==> src/ite_pkg.sv <==
// Package for the interrupt and trap entry unit
package ite_pkg;

  // ==================================================
  // Acknowledge addresses and bus status codes
  localparam logic [23:0] NMI_ACK_ADDR = 24'hFFFF00;
  localparam logic [23:0] VEC_ACK_ADDR = 24'hFFFE00;
  localparam logic [3:0] ST_ACK_MASTER = 4'h4;
  localparam logic [3:0] ST_ACK_CASC = 4'h5;
  localparam logic [3:0] ST_EOI_MASTER = 4'h6;
  localparam logic [3:0] ST_EOI_CASC = 4'h7;
  localparam logic [3:0] ST_MEM_READ = 4'h8;

  // ==================================================
  // Vectors
  localparam logic [7:0] VEC_NONVEC = 8'h00;
  localparam logic [7:0] VEC_NMI = 8'h01;
  localparam logic [7:0] VEC_ABORT = 8'h02;
  localparam logic [7:0] VEC_SLAVE = 8'h03;
  localparam logic [7:0] VEC_PRIV = 8'h04;
  localparam logic [7:0] VEC_SVC = 8'h05;
  localparam logic [7:0] VEC_DVZ = 8'h06;
  localparam logic [7:0] VEC_FLAG = 8'h07;
  localparam logic [7:0] VEC_BPT = 8'h08;
  localparam logic [7:0] VEC_TRACE = 8'h09;
  localparam logic [7:0] VEC_UND = 8'h0A;
  localparam logic [7:0] CASC_MIN = 8'hF0;

  // Trap cause bit positions
  localparam int TR_SLAVE = 0;
  localparam int TR_PRIV = 1;
  localparam int TR_SVC = 2;
  localparam int TR_DVZ = 3;
  localparam int TR_FLAG = 4;
  localparam int TR_BPT = 5;
  localparam int TR_UND = 6;

  typedef enum logic [2:0] {
    SRC_NONE, SRC_TRAP, SRC_ABORT, SRC_NMI, SRC_INT, SRC_TRACE
  } ite_src_type;

  // Bus request to the bus interface unit
  typedef struct packed {
    logic req;
    logic [23:0] addr;
    logic [3:0] status;
  } ite_bus_type;

  // Entry report to the execution unit
  typedef struct packed {
    logic valid;
    ite_src_type src;
    logic [7:0] vector;
    logic [23:0] desc_addr;
    logic ret_next;
    logic clr_ien;
  } ite_entry_type;

endpackage

==> src/ite_entry.sv <==
// Interrupt and trap entry sequencer of the processor core
`timescale 1ns/1ps
// How it works
// - Maskable pin is active-low level
// - Held-low pin repeats interrupts after service
// - Maskable accepted only with interrupt enable
// - Interrupt, NMI, abort entry clears enable
// - Config bit picks non-vectored or vectored
// - Non-vectored: acknowledge, discard byte, vector 0
// - Vectored: master acknowledge, byte is vector
// - Return from interrupt runs end-of-interrupt cycle
// - Index -16..-1 fetches cascade address
// - Cascaded acknowledge returns unsigned vector
// - Cascaded return: master then cascaded EOI
// - NMI latched on falling edge, unmasked
// - NMI acknowledge at FFFF00, vector 1
// - NMI return issues no special cycle
// - Traps other than trace return to trapping instruction
// - Trap entry keeps interrupt enable
// - Trap causes: slave, privilege, call, etc.
// - Trace enable copied to pending, trap at end
// - Other service precedes single trace trap
// - Priority: traps, abort, NMI, INT, trace
// - Vectored acknowledge reads address FFFE00
// - Status 0100 master, 0101 cascaded
// - Descriptor at base plus four times vector
module ite_entry (
  // Clock and reset
  input wire logic i_clk,
  input wire logic i_rstn,
  // Request pins
  input wire logic i_int_n,
  input wire logic i_nmi_n,
  // Core state and events
  input wire logic i_boundary,
  input wire logic i_instr_start,
  input wire logic i_instr_end,
  input wire logic i_ien,
  input wire logic i_trace_en,
  input wire logic i_vectored,
  input wire logic i_abort,
  input wire logic [6:0] i_trap,
  input wire logic i_return_from_interrupt_instr,
  input wire logic [23:0] i_dispatch_table_base,
  // Bus interface unit
  input wire logic i_bus_done,
  input wire logic [31:0] i_bus_data,
  output ite_pkg::ite_bus_type o_bus,
  // Execution unit
  output ite_pkg::ite_entry_type o_entry,
  output logic o_trace_pending,
  output logic o_busy
);

  typedef enum logic [2:0] {
    ST_IDLE, ST_ACK, ST_CFETCH, ST_CACK, ST_EOI, ST_CEOI_F, ST_CEOI
  } ite_state_type;

  // ==================================================
  // Pin synchronisers and NMI edge latch
  logic [1:0] int_sync_r;
  logic [1:0] nmi_sync_r;
  logic nmi_prev_r;
  logic nmi_pend_r;
  logic trace_pend_r;
  ite_state_type state_r;
  ite_pkg::ite_src_type src_r;
  logic [7:0] idx_r;
  logic take_nmi;

  always_ff @(posedge i_clk or negedge i_rstn)
  begin
    if (!i_rstn)
    begin
      int_sync_r <= 2'h3;
      nmi_sync_r <= 2'h3;
      nmi_prev_r <= 1'b1;
    end
    else
    begin
      int_sync_r <= {int_sync_r[0], i_int_n};
      nmi_sync_r <= {nmi_sync_r[0], i_nmi_n};
      nmi_prev_r <= nmi_sync_r[1];
    end
  end

  wire nmi_fall = nmi_prev_r & ~nmi_sync_r[1];

  // Set wins over the clear taken on entry
  always_ff @(posedge i_clk or negedge i_rstn)
  begin
    if (!i_rstn)
      nmi_pend_r <= 1'b0;
    else if (nmi_fall)
      nmi_pend_r <= 1'b1;
    else if (take_nmi)
      nmi_pend_r <= 1'b0;
  end

  // ==================================================
  // Request arbitration at instruction boundaries
  wire idle = (state_r == ST_IDLE);
  wire eval = idle & i_boundary;
  wire int_req = ~int_sync_r[1] & i_ien;
  ite_pkg::ite_src_type win;

  always_comb
  begin
    if (|i_trap)
      win = ite_pkg::SRC_TRAP;
    else if (i_abort)
      win = ite_pkg::SRC_ABORT;
    else if (nmi_pend_r)
      win = ite_pkg::SRC_NMI;
    else if (int_req)
      win = ite_pkg::SRC_INT;
    else if (trace_pend_r & i_instr_end)
      win = ite_pkg::SRC_TRACE;
    else
      win = ite_pkg::SRC_NONE;
  end

  assign take_nmi = eval & (win == ite_pkg::SRC_NMI);

  // Trace pending: loaded at start, consumed only by trace entry
  always_ff @(posedge i_clk or negedge i_rstn)
  begin
    if (!i_rstn)
      trace_pend_r <= 1'b0;
    else if (eval & (win == ite_pkg::SRC_TRACE))
      trace_pend_r <= 1'b0;
    else if (i_instr_start)
      trace_pend_r <= i_trace_en;
  end

  function automatic logic [7:0] trap_vec(input logic [6:0] t);
    if (t[ite_pkg::TR_SLAVE]) return ite_pkg::VEC_SLAVE;
    else if (t[ite_pkg::TR_PRIV]) return ite_pkg::VEC_PRIV;
    else if (t[ite_pkg::TR_SVC]) return ite_pkg::VEC_SVC;
    else if (t[ite_pkg::TR_DVZ]) return ite_pkg::VEC_DVZ;
    else if (t[ite_pkg::TR_FLAG]) return ite_pkg::VEC_FLAG;
    else if (t[ite_pkg::TR_BPT]) return ite_pkg::VEC_BPT;
    else return ite_pkg::VEC_UND;
  endfunction

  function automatic logic [23:0] tab_addr(input logic [23:0] base,
                                           input logic [7:0] ix,
                                           input logic sgn);
    logic [23:0] ext;
    ext = {{16{sgn & ix[7]}}, ix};
    return base + {ext[21:0], 2'b00};
  endfunction

  // ==================================================
  // Entry and bus sequencer
  wire [7:0] rd_byte = i_bus_data[7:0];
  wire rd_neg = rd_byte[7];
  wire rd_casc = rd_neg & (rd_byte >= ite_pkg::CASC_MIN);
  wire [7:0] own_vec = (win == ite_pkg::SRC_TRAP) ? trap_vec(i_trap) :
    (win == ite_pkg::SRC_ABORT) ? ite_pkg::VEC_ABORT : ite_pkg::VEC_TRACE;

  always_ff @(posedge i_clk or negedge i_rstn)
  begin
    if (!i_rstn)
    begin
      state_r <= ST_IDLE;
      src_r <= ite_pkg::SRC_NONE;
      idx_r <= 8'h00;
      o_bus <= '0;
      o_entry <= '0;
    end
    else
    begin
      o_entry.valid <= 1'b0;
      case (state_r)
        ST_IDLE:
        begin
          if (eval & (win != ite_pkg::SRC_NONE))
          begin
            src_r <= win;
            if (win == ite_pkg::SRC_NMI || win == ite_pkg::SRC_INT)
            begin
              state_r <= ST_ACK;
              o_bus.req <= 1'b1;
              o_bus.status <= ite_pkg::ST_ACK_MASTER;
              if (win == ite_pkg::SRC_INT && i_vectored)
                o_bus.addr <= ite_pkg::VEC_ACK_ADDR;
              else
                o_bus.addr <= ite_pkg::NMI_ACK_ADDR;
            end
            else
            begin
              o_entry.valid <= 1'b1;
              o_entry.src <= win;
              o_entry.ret_next <= (win == ite_pkg::SRC_TRACE);
              o_entry.clr_ien <= (win == ite_pkg::SRC_ABORT);
              o_entry.vector <= own_vec;
              o_entry.desc_addr <= tab_addr(i_dispatch_table_base,
                                            own_vec, 1'b0);
            end
          end
          else if (idle & i_return_from_interrupt_instr)
          begin
            state_r <= ST_EOI;
            o_bus.req <= 1'b1;
            o_bus.addr <= ite_pkg::VEC_ACK_ADDR;
            o_bus.status <= ite_pkg::ST_EOI_MASTER;
          end
        end
        ST_ACK:
        begin
          if (i_bus_done)
          begin
            if (src_r == ite_pkg::SRC_INT && i_vectored && rd_casc)
            begin
              state_r <= ST_CFETCH;
              idx_r <= rd_byte;
              o_bus.addr <= tab_addr(i_dispatch_table_base, rd_byte, 1'b1);
              o_bus.status <= ite_pkg::ST_MEM_READ;
            end
            else
            begin
              state_r <= ST_IDLE;
              o_bus.req <= 1'b0;
              o_entry.valid <= 1'b1;
              o_entry.src <= src_r;
              o_entry.ret_next <= 1'b1;
              o_entry.clr_ien <= 1'b1;
              if (src_r == ite_pkg::SRC_NMI)
                o_entry.vector <= ite_pkg::VEC_NMI;
              else if (!i_vectored)
                o_entry.vector <= ite_pkg::VEC_NONVEC;
              else
                o_entry.vector <= rd_byte;
              o_entry.desc_addr <= tab_addr(i_dispatch_table_base,
                (src_r == ite_pkg::SRC_NMI) ? ite_pkg::VEC_NMI :
                (!i_vectored) ? ite_pkg::VEC_NONVEC : rd_byte,
                1'b0);
            end
          end
        end
        ST_CFETCH, ST_CEOI_F:
        begin
          if (i_bus_done)
          begin
            state_r <= (state_r == ST_CFETCH) ? ST_CACK : ST_CEOI;
            o_bus.addr <= i_bus_data[23:0];
            o_bus.status <= (state_r == ST_CFETCH) ?
              ite_pkg::ST_ACK_CASC : ite_pkg::ST_EOI_CASC;
          end
        end
        ST_CACK:
        begin
          if (i_bus_done)
          begin
            state_r <= ST_IDLE;
            o_bus.req <= 1'b0;
            o_entry.valid <= 1'b1;
            o_entry.src <= ite_pkg::SRC_INT;
            o_entry.vector <= rd_byte;
            o_entry.ret_next <= 1'b1;
            o_entry.clr_ien <= 1'b1;
            o_entry.desc_addr <= tab_addr(i_dispatch_table_base,
                                          rd_byte, 1'b0);
          end
        end
        ST_EOI:
        begin
          if (i_bus_done)
          begin
            if (rd_casc)
            begin
              state_r <= ST_CEOI_F;
              idx_r <= rd_byte;
              o_bus.addr <= tab_addr(i_dispatch_table_base, rd_byte, 1'b1);
              o_bus.status <= ite_pkg::ST_MEM_READ;
            end
            else
            begin
              state_r <= ST_IDLE;
              o_bus.req <= 1'b0;
            end
          end
        end
        ST_CEOI:
        begin
          if (i_bus_done)
          begin
            state_r <= ST_IDLE;
            o_bus.req <= 1'b0;
          end
        end
        default:
        begin
          state_r <= ST_IDLE;
          o_bus.req <= 1'b0;
        end
      endcase
    end
  end

  assign o_trace_pending = trace_pend_r;
  assign o_busy = ~idle;
endmodule

==> config.mk <==
export PLATFORM = sky130hd
export DESIGN_NAME = ite_entry
export DESIGN_NICKNAME = d
export VERILOG_FILES = /design/src/ite_pkg.sv /design/src/ite_entry.sv
export SDC_FILE = /design/constraint.sdc
export NUM_CORES = 1
export LEC_CHECK = 0
export ABC_AREA = 1
export BUFFER_PORTS_ARGS = -buffer_cell sky130_fd_sc_hd__buf_2
export CORE_MARGIN = 4
export CORE_UTILIZATION = 35
export CTS_CLUSTER_SIZE = 12
export DETAILED_ROUTE_END_ITERATION = 8
export GPL_ROUTABILITY_DRIVEN = 0
export PLACE_DENSITY = 0.61
export SLEW_MARGIN = 20
export SYNTH_ARGS = -nofsm -noshare
export SYNTH_HDL_FRONTEND = slang
export SYNTH_SLANG_ARGS = --single-unit
==> constraint.sdc <==
create_clock -name i_clk -period 2.55 [get_ports i_clk]
set_clock_uncertainty 0.05 [all_clocks]
set_input_delay 0.51 -clock i_clk [delete_from_list [all_inputs] [get_ports i_clk]]
set_output_delay 0.51 -clock i_clk [all_outputs]
set_load 0.1 [all_outputs]
# After elaboration in Yosys (flattened, before gate mapping)

Index checks and enable logic that the tools add are counted.
Widths: inputs -> output; s select.

Flip-flop bits (word level): 80
Output and inout port bits: 69
Logic and storage cells: 129

Add/subtract/negate cells: 4
Equality and inequality tests: 26
Reduce and logical (&&, ||, !) cells: 18
Multiplexer cells: 51
Bitwise operators: 13
$lt $le $gt $ge: 1

Operators by type and width:

| operator           | number |
|---|---|
| $mux 38            | 5 |
| $mux 29            | 5 |
| $pmux 38 s3        | 1 |
| $pmux 28 s4        | 1 |
| $mux 28            | 3 |
| $add 24x10->24     | 3 |
| $mux 3             | 14 |
| $add 24x24->24     | 1 |
| $mux 4             | 6 |
| $mux 8             | 3 |
| $eq 3x3->1 const B | 6 |
| $ne 2x2->1 const B | 9 |
| $reduce_and 8->1   | 2 |
| $eq 3x2->1 const B | 5 |
| $pmux 3 s5         | 1 |
| $reduce_and 6->1   | 2 |
| $and 1x1->1        | 9 |
| $mux 9             | 1 |
| $ge 8x8->1 const B | 1 |
| $mux 1             | 7 |
| $reduce_or 7->1    | 1 |
| $eq 3x1->1 const B | 2 |
| $mux 2             | 3 |
| $reduce_bool 3->1  | 2 |
| 12 further kinds   | 20 |

# Depth between registers and ports, before layout

Depth in word-level cells: 13
Mapped depth: 19
Depth with buffers taken out: 18

# Worst setup path after synthesis

No wires, ideal clock.

Kind: register -> register
Start point: reg trace_pend_r (netlist: o_trace_pending)
End point: reg o_entry[18] (netlist bit)
Period minus slack after synthesis: 3108 ps
Stages on the path, launching flop included: 20
Library setup time: 70 ps
Arrival: 2988 ps
Setup slack: -558 ps
Required time: 2430 ps
Cell sequence: dfrtp_1 > nand2_1 > inv_1 > nand2_1 > nand2_1 > nand2_1 > inv_1 > nor2_1 > nor2_1 > ha_1 > inv_1 > fa_1 > inv_1 > nand4_1 > nand2_1 > clkbuf_1 > nand3_1 > a21oi_1 > nand2_1 > nand3_1

Word-level cells in the longest chain between the ends: 13
Elaborated cells on any way between the ends: 22
Classes of those cells: add/sub: 1; eq/ne: 6; mux: 10; bitwise: 2; reduce/logical: 3

Ends and longest elaborated chain:

| what                     | line             | source |
|---|---|---|
| start: declaration       | ite_entry.sv:65  | `logic trace_pend_r;` |
| start signal: assignment | ite_entry.sv:133 | `trace_pend_r <= i_trace_en;` |
| $and 1x1->1 (*)          | ite_entry.sv:117 | `else if (trace_pend_r & i_instr_end)` |
| $mux 3 (*)               | ite_entry.sv:117 |  |
| $mux 3 (*)               | ite_entry.sv:115 | `else if (int_req)` |
| $mux 3 (*)               | ite_entry.sv:113 | `else if (nmi_pend_r)` |
| $mux 3 (*)               | ite_entry.sv:111 | `else if (i_abort)` |
| $mux 3 (*)               | ite_entry.sv:109 | `if (\|i_trap)` |
| $eq 3x2->1               | ite_entry.sv:160 | `(win == ite_pkg::SRC_ABORT) ? ite_pkg::VEC_ABORT : ite_pkg::VEC_TRACE;` |
| $mux 4                   | ite_entry.sv:160 |  |
| $mux 8                   | ite_entry.sv:159 | `wire [7:0] own_vec = (win == ite_pkg::SRC_TRAP) ? trap_vec(i_trap) :` |
| $add 24x10->24           | ite_entry.sv:151 | `return base + {ext[21:0], 2'b00};` |
| $mux 38                  | ite_entry.sv:181 | `if (win == ite_pkg::SRC_NMI \|\| win == ite_pkg::SRC_INT)` |
| $mux 38                  | ite_entry.sv:178 | `if (eval & (win != ite_pkg::SRC_NONE))` |
| $pmux 38 s3              | ite_entry.sv:175 | `case (state_r)` |
| end: declaration         | ite_entry.sv:50  | `output ite_pkg::ite_entry_type o_entry,` |

Every way passes the cells marked *; elsewhere a longest branch is shown, timed or not. The select of a mux whose other input is x is not followed.
A chain may end at the register's enable or synchronous reset.

# Worst setup path after layout

Start point: reg int_sync_r[1]
End point: reg o_entry[12] (netlist bit)

Word-level cells in the longest chain between the ends: 13
Elaborated cells on any way between the ends: 22
Classes of those cells: add/sub: 1; eq/ne: 6; mux: 9; bitwise: 3; reduce/logical: 3

Ends and longest elaborated chain:

| what                     | line             | source |
|---|---|---|
| start: declaration       | ite_entry.sv:61  | `logic [1:0] int_sync_r;` |
| start signal: assignment | ite_entry.sv:81  | `int_sync_r <= {int_sync_r[0], i_int_n};` |
| $not 1->1 (*)            | ite_entry.sv:104 | `wire int_req = ~int_sync_r[1] & i_ien;` |
| $and 1x1->1 (*)          | ite_entry.sv:104 |  |
| $mux 3 (*)               | ite_entry.sv:115 |  |
| $mux 3 (*)               | ite_entry.sv:113 |  |
| $mux 3 (*)               | ite_entry.sv:111 |  |
| $mux 3 (*)               | ite_entry.sv:109 |  |
| $eq 3x2->1               | ite_entry.sv:160 |  |
| $mux 4                   | ite_entry.sv:160 |  |
| $mux 8                   | ite_entry.sv:159 |  |
| $add 24x10->24           | ite_entry.sv:151 |  |
| $mux 38                  | ite_entry.sv:181 |  |
| $mux 38                  | ite_entry.sv:178 |  |
| $pmux 38 s3              | ite_entry.sv:175 |  |

Marks and branches as above.

==> run metrics <==
status=finished with violations; failing checks=setup timing; first-pass GRT wire length=40.92 mm; std cell rows=52; Syn Nets=1,285; Tmin final=2.609 ns; largest net degree at the start of global routing=33; Num CTS Buffers=9; synth warn=0; vias per inst=5.092; Async S/R FF share, synth=100.0%; FF+latch area=~0.0020 mm2; Syn Std Cell Area=just over 0.007 mm2; clock tree buffer depth=2; dpl hpwl=20.82 mm; Max-slew headroom=a little over three fifths; worst vdd ir=1.174 mV; worst reg2reg path startpoint=int_sync_r[1]$_DFF_PN1_; min-delay worst type=input port to asynchronous set/reset pin; R2R cell count=17; total power=11.24 mW; CTS tree=built; critical-path maximum fanout=5; routed len/inst=15.50 um; Routed WL=roughly 26 mm; Root Driver=clkbuf_16; Final Hold Violating Endpoints=0; top_reg_cell synth=dfrtp_1; part of the cycle the worst path needs=102.3%; chip width=151.5 um; Slew @ Worst Pin=0.5521 ns; PD cells=1188 mW/mm2; Tot GR Track Use=22.74%; Reg2Reg Setup Slack=-0.06 ns; Total Nets Final=1,516; setup TNS=-0.2826 ns; Final setup viols=8; router iterations before antenna repair=5; Ports=145; unrepaired setup endpoints after global routing=yes; total of max-cap violations=0; GRT Max-Usage Layer=met2; clk slew on worst S/H paths=0.07 ns; pre-CTS setup slack=-0.2745 ns; Final Max Slew Viols=0; vias post-DR=8,560; synthesized flop and latch total=80; vias in the first global route=7,945; M3 GR Usage=approximately 3.3%; cts hold-fix bufs=0; Final WS setup=-0.05926 ns; met1 usage=32.29%; layout cells sized above 1=24.54%; drt drc=0; Yosys cell types=46; # H-tree levels=3; syn_area_per_cell=about 6 um2; initial antenna violation count=1; Antenna Nets Post-Route=0; synthesized instance count=1,174; final core occ=46.73%; Hold Slack=approximately 0.053 ns; reg-to-reg endpoint=o_entry[12]$_DFFE_PN0P_; PortBufs=approximately 140; # fillers=2,131; met2 GRT Util=35.39%; DR iter-0 viols=605; Clock Latency Late Sink=0.35 ns; CP required=2.74 ns; GRT overflow=0; leak pwr=around 5.1 nW; WP data arrival=2.80 ns; clk sinks=80; fmax=383.3 MHz; critical path class=register to register; Die Ht=151.5 um; register area share after synthesis=about 28%; Initial Utilization=35.63%; die area=0.02296 mm2; Worst setup EP type=register; Core Region=between 0.02 and 0.025 mm2; Post-synth EDFFs=0; CP Launch Type=register; Area Growth Syn to Fin=31.15%; Multi-input gate area=0.004629 mm2
==> cells by family after synthesis <==
group / share of synthesized area [%]
muxes: 0.1562
adders and majority gates: 6.387
DFF: 27.85
and+or+nand+nor: 43.77
xor gates and xnor gates: 1.093
buffers and inverters: 10.73
AOI/OAI and AO/OA: 10.01
==> flip-flops by register name, summed over array words and instances, names as in the netlist <==
name and flops:
o_bus 29, state_r 3, int_sync_r 2, nmi_pend_r 1
nmi_prev_r 1, o_entry 38, src_r 3, nmi_sync_r 2
o_trace_pending 1
==> cell usage in the layout (no fill, tap or decap), types with 3 or more instances in the layout <==
cell type and instances:
a21oi_1 40, a21oi_2 4, buf_2 135, buf_4 105, clkbuf_16 9, dfrtp_1 74
dfstp_2 5, ha_1 29, inv_1 163, inv_2 9, nand2_1 410, nand2_2 23
nand2_4 7, nand3_1 127, nand3b_1 16, nand4_1 27, nor2_1 75, nor2_2 12
nor2_4 8, nor3_1 7, nor3_2 3, o2111ai_1 3, o211ai_1 7, o21ai_0 48
o21ai_1 4, o21ai_2 3, o22ai_1 10, xnor2_1 5, xor2_1 4
==> per-layer routing <==
metal	up-vias	share of wire (%)
li1	4246	-
met1	3943	45
met2	309	45
met3	60	6.7
met4	2	3.3
met5	-	0.050
==> synthesized netlist by cell type (2+ instances only) <==
master / n / area, um2
o22ai_1: 10 / 62.56
o21ai_0: 52 / 260.3
nor3_1: 9 / 45.04
a21o_1: 2 / 15.01
o21ai_1: 2 / 10.01
nor2_4: 5 / 56.30
nor2_2: 3 / 18.77
nor2_1: 87 / 326.6
xnor2_1: 5 / 43.79
o2111ai_1: 3 / 26.28
o211ai_1: 7 / 52.55
nand2_4: 3 / 33.78
nand2_2: 11 / 68.82
inv_1: 169 / 634.4
xor2_1: 4 / 35.03
or2_2: 2 / 12.51
a21oi_1: 45 / 225.2
nor3_2: 2 / 20.02
dfrtp_1: 75 / 1877
ha_1: 32 / 400.4
nand3_1: 128 / 640.6
dfstp_2: 5 / 131.4
inv_2: 3 / 11.26
nand3b_1: 16 / 120.1
nand4_1: 27 / 168.9
nand2_1: 425 / 1595
clkbuf_1: 9 / 33.78
fa_1: 3 / 60.06
o221ai_1: 2 / 17.52
buf_2: 12 / 60.06
==> worst max-delay path by stage <==
stage                                    to                        start
finish              o_entry[12]$_DFFE_PN0P_      int_sync_r[1]$_DFF_PN1_
detailed placement  o_entry[20]$_DFFE_PN0P_                    i_trap[5]
global route         o_entry[8]$_DFFE_PN0P_      int_sync_r[1]$_DFF_PN1_
global placement    o_entry[20]$_DFFE_PN0P_                    i_trap[5]
CTS                  o_entry[8]$_DFFE_PN0P_      int_sync_r[1]$_DFF_PN1_
floorplan           o_entry[18]$_DFFE_PN0P_  o_trace_pending$_DFFE_PN0P_
==> critical path: stages (launching register included) <==
cell      delay (ns)
dfstp_2         0.53
inv_2           0.03
nand2_2         0.06
nand2_1         0.05
nand2_1         0.06
nand2_2         0.06
inv_2           0.09
nor2_4          0.04
nor2_2          0.13
ha_2            0.20
inv_2           0.05
fa_2            0.41
inv_2           0.07
nand4_1         0.20
nand2_4         0.18
nand2_2         0.08
o21ai_0         0.14
nand3b_1        0.08
==> power breakdown <==
| part | leakage, nW | internal [mW] | switching, mW |
|---|---|---|---|
| Combinational | 4.03 | 1.63 | 6.04 |
| Sequential | 0.972 | 1.81 | 0.308 |
| Clock | 0.149 | 0.865 | 0.596 |
==> metrics by stage <==
stage | cells | area (um2)
after floorplan | 1174 | 7233
after CTS | 1670 | 9204
after global placement | 1654 | 8865
after detailed placement | 1654 | 8865
final | 1681 | 9455
after global routing | 1680 | 9453
==> repair_timing <==
action	4_1_cts	5_1_grt
endpoints found under the setup margin	14	21
resized for setup	7	52
setup buffers	0	9
pin swaps	1	23
cloned	0	1
==> cell type report <==
class	count	share of cell area [%]
antenna	1	0.02647
clock buffer	10	2.422
clock inverter	6	0.9792
inverter	172	6.828
multi-input combinational	899	48.96
sequential	80	21.28
tap	270	3.573
timing repair buffer	243	15.93
Power figures use the tool's default switching activity.
